$ cat src/rtl/pie_pkg.sv
// constants for the second peripheral interrupt enable bank
// assumes a 32-bit ahb-lite slave port and single-clock integration

package pie_pkg;

    // ************************************************************
    // bus widths
    // ************************************************************
    localparam int          DATA_W   = 32;
    localparam int          ADDR_W   = 32;
    localparam int          DEC_W    = 12;   // decoded low address bits
    localparam int          REG_W    = 8;

    // ************************************************************
    // register byte offsets
    // ************************************************************
    localparam logic [11:0] OFS_ENABLE = 12'h000; // enable bank
    localparam logic [11:0] OFS_CTRL   = 12'h004; // core interrupt control
    localparam logic [11:0] OFS_FLAG   = 12'h008; // sticky source flags
    localparam logic [11:0] OFS_REQ    = 12'h00C; // gated requests, ro

    // ************************************************************
    // enable bank bit positions
    // ************************************************************
    localparam int          BIT_OSC_FAIL  = 7;
    localparam int          BIT_CMP_TWO   = 6;
    localparam int          BIT_CMP_ONE   = 5;
    localparam int          BIT_NVM_DONE  = 4;
    localparam int          BIT_BUS_COLL  = 3;
    localparam int          BIT_LCD       = 2;
    localparam int          BIT_UNUSED    = 1;
    localparam int          BIT_CAPCOMP_2 = 0;

    // implemented bits of the bank; bit 1 is absent
    localparam logic [7:0]  IMPL_MASK  = 8'hFD;
    localparam logic [7:0]  ENABLE_RST = 8'h00;
    localparam logic [7:0]  FLAG_RST   = 8'h00;

    // ************************************************************
    // core interrupt control layout
    // ************************************************************
    localparam int          BIT_GLOBAL_IE = 7;
    localparam int          BIT_PERIPH_IE = 6;
    localparam logic [7:0]  CTRL_MASK     = 8'hC0;
    localparam logic [7:0]  CTRL_RST      = 8'h00;

    // ************************************************************
    // ahb-lite encodings
    // ************************************************************
    localparam logic [1:0]  HTRANS_NONSEQ = 2'h2;
    localparam logic [1:0]  HTRANS_SEQ    = 2'h3;
    localparam logic        HRESP_OKAY    = 1'h0;
    localparam logic [31:0] RDATA_RST     = 32'h0000_0000;

endpackage : pie_pkg

$ cat src/rtl/pie_bank2.sv
// second peripheral interrupt enable bank with flags and request gating
// assumes an ahb-lite master on core_clk_i and event pulses from logic
// on the same clock, so the events pass no synchroniser

module pie_bank2 (
    input  wire logic        core_clk_i,
    input  wire logic        rst_i,
    // ahb-lite slave
    input  wire logic        hsel_i,
    input  wire logic [31:0] haddr_i,
    input  wire logic [1:0]  htrans_i,
    input  wire logic        hwrite_i,
    input  wire logic [2:0]  hsize_i,
    input  wire logic [31:0] hwdata_i,
    input  wire logic        hready_i,
    output logic      [31:0] hrdata_o,
    output logic             hreadyout_o,
    output logic             hresp_o,
    // source events, one bit per enable position
    input  wire logic [7:0]  src_evt_i,
    // gated requests
    output logic      [7:0]  periph_req_o,
    output logic             irq_o
);

    // ************************************************************
    // bus slave state
    // ************************************************************
    logic                    wr_pend_q;
    logic                    wr_pend_d;
    logic [11:0]             wr_addr_q;
    logic [11:0]             wr_addr_d;
    logic [31:0]             hrdata_q;
    logic [31:0]             hrdata_d;
    logic                    hready_q;
    logic                    hresp_q;
    logic                    addr_ok;

    // ************************************************************
    // register state
    // ************************************************************
    logic [7:0]              enable_q;
    logic [7:0]              enable_d;
    logic [7:0]              ctrl_q;
    logic [7:0]              ctrl_d;
    logic [7:0]              flag_q;
    logic [7:0]              flag_d;
    logic [7:0]              req_q;
    logic [7:0]              req_d;
    logic                    irq_q;
    logic                    irq_d;
    logic [7:0]              wbyte;

    assign wbyte = hwdata_i[7:0];

    // address phase taken when selected, ready and a real transfer
    assign addr_ok = hsel_i && hready_i
                     && (htrans_i == pie_pkg::HTRANS_NONSEQ
                         || htrans_i == pie_pkg::HTRANS_SEQ);

    // ************************************************************
    // register next values
    // ************************************************************
    // writes land in the data phase, when hwdata is valid
    always_comb begin
        enable_d = enable_q;
        ctrl_d   = ctrl_q;
        flag_d   = flag_q;
        if (wr_pend_q && wr_addr_q == pie_pkg::OFS_ENABLE) begin
            enable_d = wbyte & pie_pkg::IMPL_MASK;
        end
        if (wr_pend_q && wr_addr_q == pie_pkg::OFS_CTRL) begin
            ctrl_d = wbyte & pie_pkg::CTRL_MASK;
        end
        // write one clears, but a new event in the same cycle wins
        if (wr_pend_q && wr_addr_q == pie_pkg::OFS_FLAG) begin
            flag_d = flag_q & ~wbyte;
        end
        flag_d = (flag_d | src_evt_i) & pie_pkg::IMPL_MASK;
    end

    // ************************************************************
    // request gating, one gate per enable position
    // ************************************************************
    // gated from the registered state so every output is one flop deep
    for (genvar i = 0; i < pie_pkg::REG_W; i++) begin : g_gate
        assign req_d[i] = flag_q[i] && enable_q[i]
                          && ctrl_q[pie_pkg::BIT_PERIPH_IE];
    end

    // global enable sits on top of the peripheral one
    assign irq_d = (|req_d) && ctrl_q[pie_pkg::BIT_GLOBAL_IE];

    // ************************************************************
    // bus next values
    // ************************************************************
    // read data of enable, ctrl and flag uses next values so a read
    // right behind a write returns the freshly written contents
    always_comb begin
        wr_pend_d = addr_ok && hwrite_i;
        wr_addr_d = addr_ok ? haddr_i[11:0] : wr_addr_q;
        hrdata_d  = pie_pkg::RDATA_RST;
        if (addr_ok && !hwrite_i) begin
            case (haddr_i[11:0])
                pie_pkg::OFS_ENABLE: hrdata_d[7:0] = enable_d;
                pie_pkg::OFS_CTRL:   hrdata_d[7:0] = ctrl_d;
                pie_pkg::OFS_FLAG:   hrdata_d[7:0] = flag_d;
                pie_pkg::OFS_REQ:    hrdata_d[7:0] = req_q;
                default:             hrdata_d      = pie_pkg::RDATA_RST;
            endcase
        end
    end

    // ************************************************************
    // registers
    // ************************************************************
    // one synchronous reset covers power-on, brown-out and the rest
    always_ff @(posedge core_clk_i) begin
        if (rst_i) begin
            enable_q  <= pie_pkg::ENABLE_RST;
            ctrl_q    <= pie_pkg::CTRL_RST;
            flag_q    <= pie_pkg::FLAG_RST;
            req_q     <= pie_pkg::FLAG_RST;
            irq_q     <= 1'b0;
            wr_pend_q <= 1'b0;
            wr_addr_q <= pie_pkg::OFS_ENABLE;
            hrdata_q  <= pie_pkg::RDATA_RST;
            hready_q  <= 1'b1;
            hresp_q   <= pie_pkg::HRESP_OKAY;
        end else begin
            enable_q  <= enable_d;
            ctrl_q    <= ctrl_d;
            flag_q    <= flag_d;
            req_q     <= req_d;
            irq_q     <= irq_d;
            wr_pend_q <= wr_pend_d;
            wr_addr_q <= wr_addr_d;
            hrdata_q  <= hrdata_d;
            hready_q  <= 1'b1; // zero wait states, never stalls
            hresp_q   <= pie_pkg::HRESP_OKAY;
        end
    end

    // ************************************************************
    // outputs
    // ************************************************************
    assign hrdata_o     = hrdata_q;
    assign hreadyout_o  = hready_q;
    assign hresp_o      = hresp_q; // always okay, kept in a flop
    assign periph_req_o = req_q;
    assign irq_o        = irq_q;
endmodule : pie_bank2

$ cat config.mk
export PLATFORM = sky130hd
export DESIGN_NAME = pie_bank2
export DESIGN_NICKNAME = d
export VERILOG_FILES = /design/src/rtl/pie_pkg.sv /design/src/rtl/pie_bank2.sv
export SDC_FILE = /design/constraint.sdc
export NUM_CORES = 1
export LEC_CHECK = 0
export ABC_AREA = 1
export BUFFER_PORTS_ARGS = -buffer_cell sky130_fd_sc_hd__clkbuf_2
export CAP_MARGIN = 20
export CORE_MARGIN = 2
export CORE_UTILIZATION = 39
export CTS_CLUSTER_DIAMETER = 150
export DETAILED_ROUTE_END_ITERATION = 7
export PLACE_DENSITY = 0.79
export SYNTH_ARGS = -nofsm -noshare
export SYNTH_HDL_FRONTEND = slang
export SYNTH_SLANG_ARGS = --single-unit
$ cat constraint.sdc
create_clock -name core_clk_i -period 1.3 [get_ports core_clk_i]
set_clock_uncertainty 0.05 [all_clocks]
set_input_delay 0 -clock core_clk_i [delete_from_list [all_inputs] [get_ports core_clk_i]]
set_output_delay 0 -clock core_clk_i [all_outputs]
set_load 0.03 [all_outputs]
==> results of run 1 <==
[power by group through the flow]
| stage | sequential, mW | combinational, mW | clock [mW] |
|---|---|---|---|
| 2_1_floorplan | 1.68 | 0.340 | 0 |
| 5_1_grt | 1.65 | 0.500 | 1.05 |
| 6_report | 1.65 | 0.461 | 0.958 |
| 4_1_cts | 1.65 | 0.447 | 0.979 |
| 3_5_place_dp | 1.68 | 0.387 | 0 |
| 3_3_place_gp | 1.68 | 0.382 | 0 |
[worst min path at each step]
stage                       startpoint                   endpoint  slack, ns  cells past startpoint
after detailed placement  src_evt_i[6]       flag_q[6]$_SDFF_PP0_       0.17                      3
after global placement    src_evt_i[6]       flag_q[6]$_SDFF_PP0_       0.17                      3
after floorplan           src_evt_i[0]       flag_q[0]$_SDFF_PP0_       0.07                      2
after global routing       htrans_i[1]  wr_addr_q[3]$_SDFFE_PP0P_       0.06                      3
final                      hwdata_i[2]     enable_q[2]$_SDFF_PP0_       0.03                      4
after CTS                  hwdata_i[7]       flag_q[7]$_SDFF_PP0_      0.001                      4
[critical path, cell delays in order (launching register included)]
cell and delay, ns:
dfxtp_2 0.34, nor2_2 0.12, nand2_2 0.07, nor2_4 0.12, buf_12 0.18, nand3_1 0.10, a21oi_2 0.16, nor2_1 0.05
nor2_1 0.11, nor2_1 0.05
[final cells by class]
class / count / area share
timing repair buffer: 91 / 0.204
inverter: 23 / 0.0270
tap: 77 / 0.0301
clock inverter: 1 / 0.00235
clock buffer: 7 / 0.0270
multi-input combinational: 239 / 0.382
sequential: 52 / 0.327
[logic make-up after synthesis]
kind of cell / count (synthesis) / share of synthesized area
AO/OA/AOI/OAI: 26 / 0.0628
AND/OR/NAND/NOR: 186 / 0.372
flip-flops: 52 / 0.421
other: 2 / 0.00304
buffers and inverters: 62 / 0.141
[state kept, by name, indices dropped and copies added, names as in the netlist]
signal / flops
irq_o: 1
hrdata_o: 8
enable_q: 8
periph_req_o: 7
wr_pend_q: 1
flag_q: 7
ctrl_q: 8
wr_addr_q: 12
[synthesized netlist by cell type, drive strengths merged]
library cell  count
nor2             67
conb              2
dfxtp            52
a21oi            24
o21ai             1
nand4            14
inv              23
buf              29
a211oi            1
nand3b            5
nor3              7
clkbuf           10
nand3            40
nand2            53
[per-stage QoR]
stage	setup TNS [ns]	hold WS (ns)	power, mW	instance area (um^2)
after global placement	-1.08	0.169	2.06	2790
after detailed placement	-1.41	0.173	2.07	2790
final	-1.35	0.0302	3.07	3200
after global routing	-4.42	0.0607	3.21	3200
after CTS	-1.45	0.00139	3.07	3160
after floorplan	-0.267	0.0657	2.02	2570
[repair_timing]
| item | in CTS | in global routing |
|---|---|---|
| endpoints found under the setup margin | 26 | 32 |
| resized for setup | 6 | 10 |
| hold buffers | 24 | 1 |
| endpoints found under the hold margin | 25 | 1 |
| pin swaps | 2 | 1 |
| buffers inserted | 1 | 0 |
[routing by layer]
layer | up-vias | routed length [um]
li1 | 1181 | -
met1 | 1058 | 2540
met2 | 80 | 2830
met3 | 14 | 400
met4 | 0 | 133
met5 | - | 0
==> metrics.yaml, run 1 <==
route.detailed.drc: 0
yosysTopAreaCell: "dfxtp_1"
io_pins: 125
reg2reg_depth: 9
multi_input_area_um2: 1220
ys_seq_area_frac: 0.421
busiest_layer: "met2"
setup_viol: 18
vias_per_cell: 4.76
dieArea_um2: 6990
rows: 29
wl_per_cell_um: 12.0
cts_root_buf: "clkbuf_8"
placed_cells: 456
synth_area_per_cell_um2: 7.54
clk_path_buf_depth: 2
final_common_cell: "nor2_1"
final_core_util: 0.512
antennaDiodeCount: 0
gr-total-overflow: 0
startpoint: "wr_addr_q[8]$_SDFFE_PP0P_"
critPathArrivalTime_ns: 1.60
setup_ws_ns: -0.148
grt_max_degree: 45
synthDistinctLibCells: 23
grt_first_pass_wirelength_um: 10000
criticalPathCategory: "flip-flop to flip-flop"
drt_iter0_drc: 138
hold_path_class: "primary input to flip-flop"
area_growth_pct: 29.3
drt_wl_total_um: 5900
final-max-slew-violation-count: 0
power_frac_seq: 0.537
dp_slack_ns: -0.136
core_um2: 6240
num_vias: 2333
initial_utilization: 0.396
grt_pass1_vias: 2232
detail-route-antenna-nets: 0
layout_common_cells: "nor2_1, dfxtp_1, clkbuf_2"
h-tree-depth: 2
rsz0062_at_grt: "true"
grtUsageMet1: 0.222
vdd_drop_max_mv: 0.591
p_comb_frac: 0.150
p_int_mw: 2.23
yosys.area.top_type_share: 0.421
met3_usage: 0.0366
p_per_area_nw_per_um2: 960
fin_crit_ns: 1.45
synth_area_um2: 2470
p_leak_nw: 1.38
antenna_found_initial: 0
timing.rr.start: "wr_addr_q[8]$_SDFFE_PP0P_"
post-dp-hpwl_um: 3980
cp-endpoint: "hrdata_o[4]$_SDFF_PP0_"
place_congestion: 0.793
track_usage: 0.175
endpoint_kind: "flip-flop"
die_w_um: 83.6
yosysWarnings: 0
synth-seq-cells: 52
drive_above_1_share: 0.271
nets: 494
cts_tree: "built"
portBuffers: 47
worst_ep_required_time_ns: 1.45
fin_crit_sh: 1.11
pwr-share-clk: 0.312
swShare: 0.275
synth_area_leaders: "dfxtp_1, nor2_1, buf_4"
cts_made_buffers: 5
clock_latency_ns: 0.30
p_switching_uw: 842
r2r-end: "hrdata_o[4]$_SDFF_PP0_"
seq_area_um2: 1050
synthCells: 328
instances_no_fill: 490
clock_sinks: 52
first_pass_iters: 4
use_met2: 0.296
cp_max_fo: 23
hold_viol_final: 0
path_clk_slew_ns: 0.10
fp.dieH_um: 83.6
start_kind: "flip-flop"
violations: "setup timing"
maxCapViolCount: 0
status: "complete, but fails checks"
ff2ff_setup_slack_ns: -0.15
fill_cells: 609
max_freq_mhz: 691
(Power assumes the default switching activity.)
==> run 2: changes to the inputs <==
--- a/config.mk
+++ b/config.mk
@@ -9,10 +9,11 @@
 export BUFFER_PORTS_ARGS = -buffer_cell sky130_fd_sc_hd__clkbuf_2
 export CAP_MARGIN = 20
 export CORE_MARGIN = 2
-export CORE_UTILIZATION = 39
+export CORE_UTILIZATION = 40
+export CTS_BUF_LIST = sky130_fd_sc_hd__clkbuf_16
 export CTS_CLUSTER_DIAMETER = 150
 export DETAILED_ROUTE_END_ITERATION = 7
-export PLACE_DENSITY = 0.79
+export PLACE_DENSITY = 0.8
 export SYNTH_ARGS = -nofsm -noshare
 export SYNTH_HDL_FRONTEND = slang
 export SYNTH_SLANG_ARGS = --single-unit
==> run 2 against run 1 <==
  * The run still ends with setup timing left
  * Utilization up 3.1 points
  * First-iteration DRC count up 77%
  * Via count about the same
  * Count of clock-buffer cells in the layout down 2
  * Highest routed layer unchanged
  * Die area down 2.4%
  * Combinational power down 2%
  * Power up 17%
  * Final cell count down 1.2%
==> metrics.yaml, run 2 (synthesis results as in run 1) <==
antennaDiodeCount: 0  # unchanged
p_per_area_nw_per_um2: 1110  # +15%
grt_pass1_vias: 2212  # -0.90%
track_usage: 0.196  # +0.0211
fill_cells: 550  # -9.7%
grt_first_pass_wirelength_um: 10000  # about the same
io_pins: 125  # unchanged
drt_iter0_drc: 244  # +77%
route.detailed.drc: 0  # unchanged
place_congestion: 0.827  # +4.3%
endpoint_kind: "flip-flop"
vdd_drop_max_mv: 0.713  # +21%
initial_utilization: 0.415  # +0.0190
area_growth_pct: 30.9
whs_ns: 0.00511  # -0.0251 ns
portBuffers: 47  # unchanged
setup_ws_ns: -0.169  # -0.0209 ns
status: "complete, but fails checks"
rsz0062_at_grt: "true"
clock_latency_ns: 0.29  # about the same
path_clk_slew_ns: 0.07  # -0.03 ns
wl_per_cell_um: 13.1  # +8.8%
hold_viol_final: 0  # unchanged
dp_slack_ns: -0.115  # +0.0213 ns
hold_path_depth: 4  # unchanged
cts_root_buf: "clkbuf_16"
criticalPathCategory: "flip-flop to flip-flop"
h-tree-depth: 2  # unchanged
grt_max_degree: 45  # unchanged
gr-total-overflow: 0  # unchanged
clk_path_buf_depth: 2  # unchanged
clock_sinks: 52  # unchanged
drt_wl_total_um: 6340  # +7.5%
detail-route-antenna-nets: 0  # unchanged
antenna_found_initial: 0  # unchanged
fin_crit_sh: 1.13  # +0.0161
vias_per_cell: 4.82  # +1.2%
max_freq_mhz: 681  # -1.4%
violations: "setup timing"
cp_max_fo: 8  # -65%
p_total_mw: 3.58  # +17%
first_pass_iters: 5  # +1
core_um2: 5960  # -4.6%
dieArea_um2: 6830  # -2.4%
final_common_cell: "nor2_1"
critPathArrivalTime_ns: 1.61  # about the same
layout_common_cells: "nor2_1, dfxtp_1, clkbuf_2"
largest-register: "wr_addr_q"
largest_reg_flops: 12  # unchanged
post-dp-hpwl_um: 4140  # +3.9%
start_kind: "flip-flop"
num_vias: 2331  # -0.086%
maxCapViolCount: 0  # unchanged
cts_made_buffers: 5  # unchanged
rows: 28  # -3.4%
cts_tree: "built"
final-max-slew-violation-count: 0  # unchanged
drive_above_1_share: 0.284  # +0.0124
hold_path_class: "primary input to flip-flop"
worst_ep_required_time_ns: 1.44  # about the same
nets: 490  # -0.81%
reg2reg_depth: 10  # +1
p_leak_nw: 1.41  # +2.0%
die_w_um: 82.6  # -1.2%
fp.dieH_um: 82.6  # -1.2%
fin_crit_ns: 1.47  # +0.0209 ns
setup_viol: 25  # +7
## run 2: final timing paths
kind | slack [ns] | endpoint | start
max | -0.17 | hrdata_o[3]$_SDFF_PP0_ | wr_pend_q$_SDFF_PP0_
min | 0.005 | flag_q[0]$_SDFF_PP0_ | src_evt_i[0]
max reg2reg | -0.17 | hrdata_o[3]$_SDFF_PP0_ | wr_pend_q$_SDFF_PP0_
min reg2reg | 0.39 | ctrl_q[1]$_SDFF_PP0_ | ctrl_q[1]$_SDFF_PP0_
## run 2: repair_timing
item                       in CTS  in global routing
buffers inserted                0                  1
pin swaps                       6                  8
setup endpoints to repair      22                 32
hold buffers                   21                  0
resized for setup               6                 17
gates cloned                    0                  0
hold endpoints to repair       21                  0
## run 2: where the power goes
part	switching, mW	total, mW	leakage (nW)	internal [mW]
registers	0.0221	1.65	0.424	1.63
logic	0.297	0.453	0.902	0.156
clock network	0.575	1.48	0.0814	0.905
## run 2: layout make-up
class / instances / area, um^2 / share of cell area
flip-flops and latches: 52 / 1050 / 0.324
multi-input cells: 239 / 1240 / 0.383
well taps: 75 / 93.8 / 0.0290
inverters: 23 / 86.3 / 0.0267
repair buffers: 87 / 601 / 0.186
clock inverters: 3 / 42.5 / 0.0131
clock buffers: 5 / 125 / 0.0387
## run 2: per-layer routing
metal,vias up,GRT usage,share of wire
li1,1173,-,-
met3,5,0.0478,0.073
met2,85,0.344,0.51
met4,0,0.0393,0.0054
met1,1068,0.245,0.41
met5,-,0,0
## run 2: worst max-delay path: stages, from the launching register on
cell      delay, ns
dfxtp_2        0.34
inv_2          0.04
nor2_4         0.11
nand2_4        0.07
nor2_4         0.23
buf_4          0.16
nand3b_1       0.08
nand3_1        0.09
nand3_1        0.06
nor2_1         0.09
nor2_1         0.04
## run 2: stage by stage
step	setup TNS (ns)	cell area, um^2	std cells	util
after global placement	-0.902	2790	454	0.468
after CTS	-1.80	3180	483	0.534
final	-2.11	3240	484	0.543
after global routing	-4.78	3240	484	0.543
after floorplan	-0.267	2570	353	-
after detailed placement	-1.35	2790	454	0.468
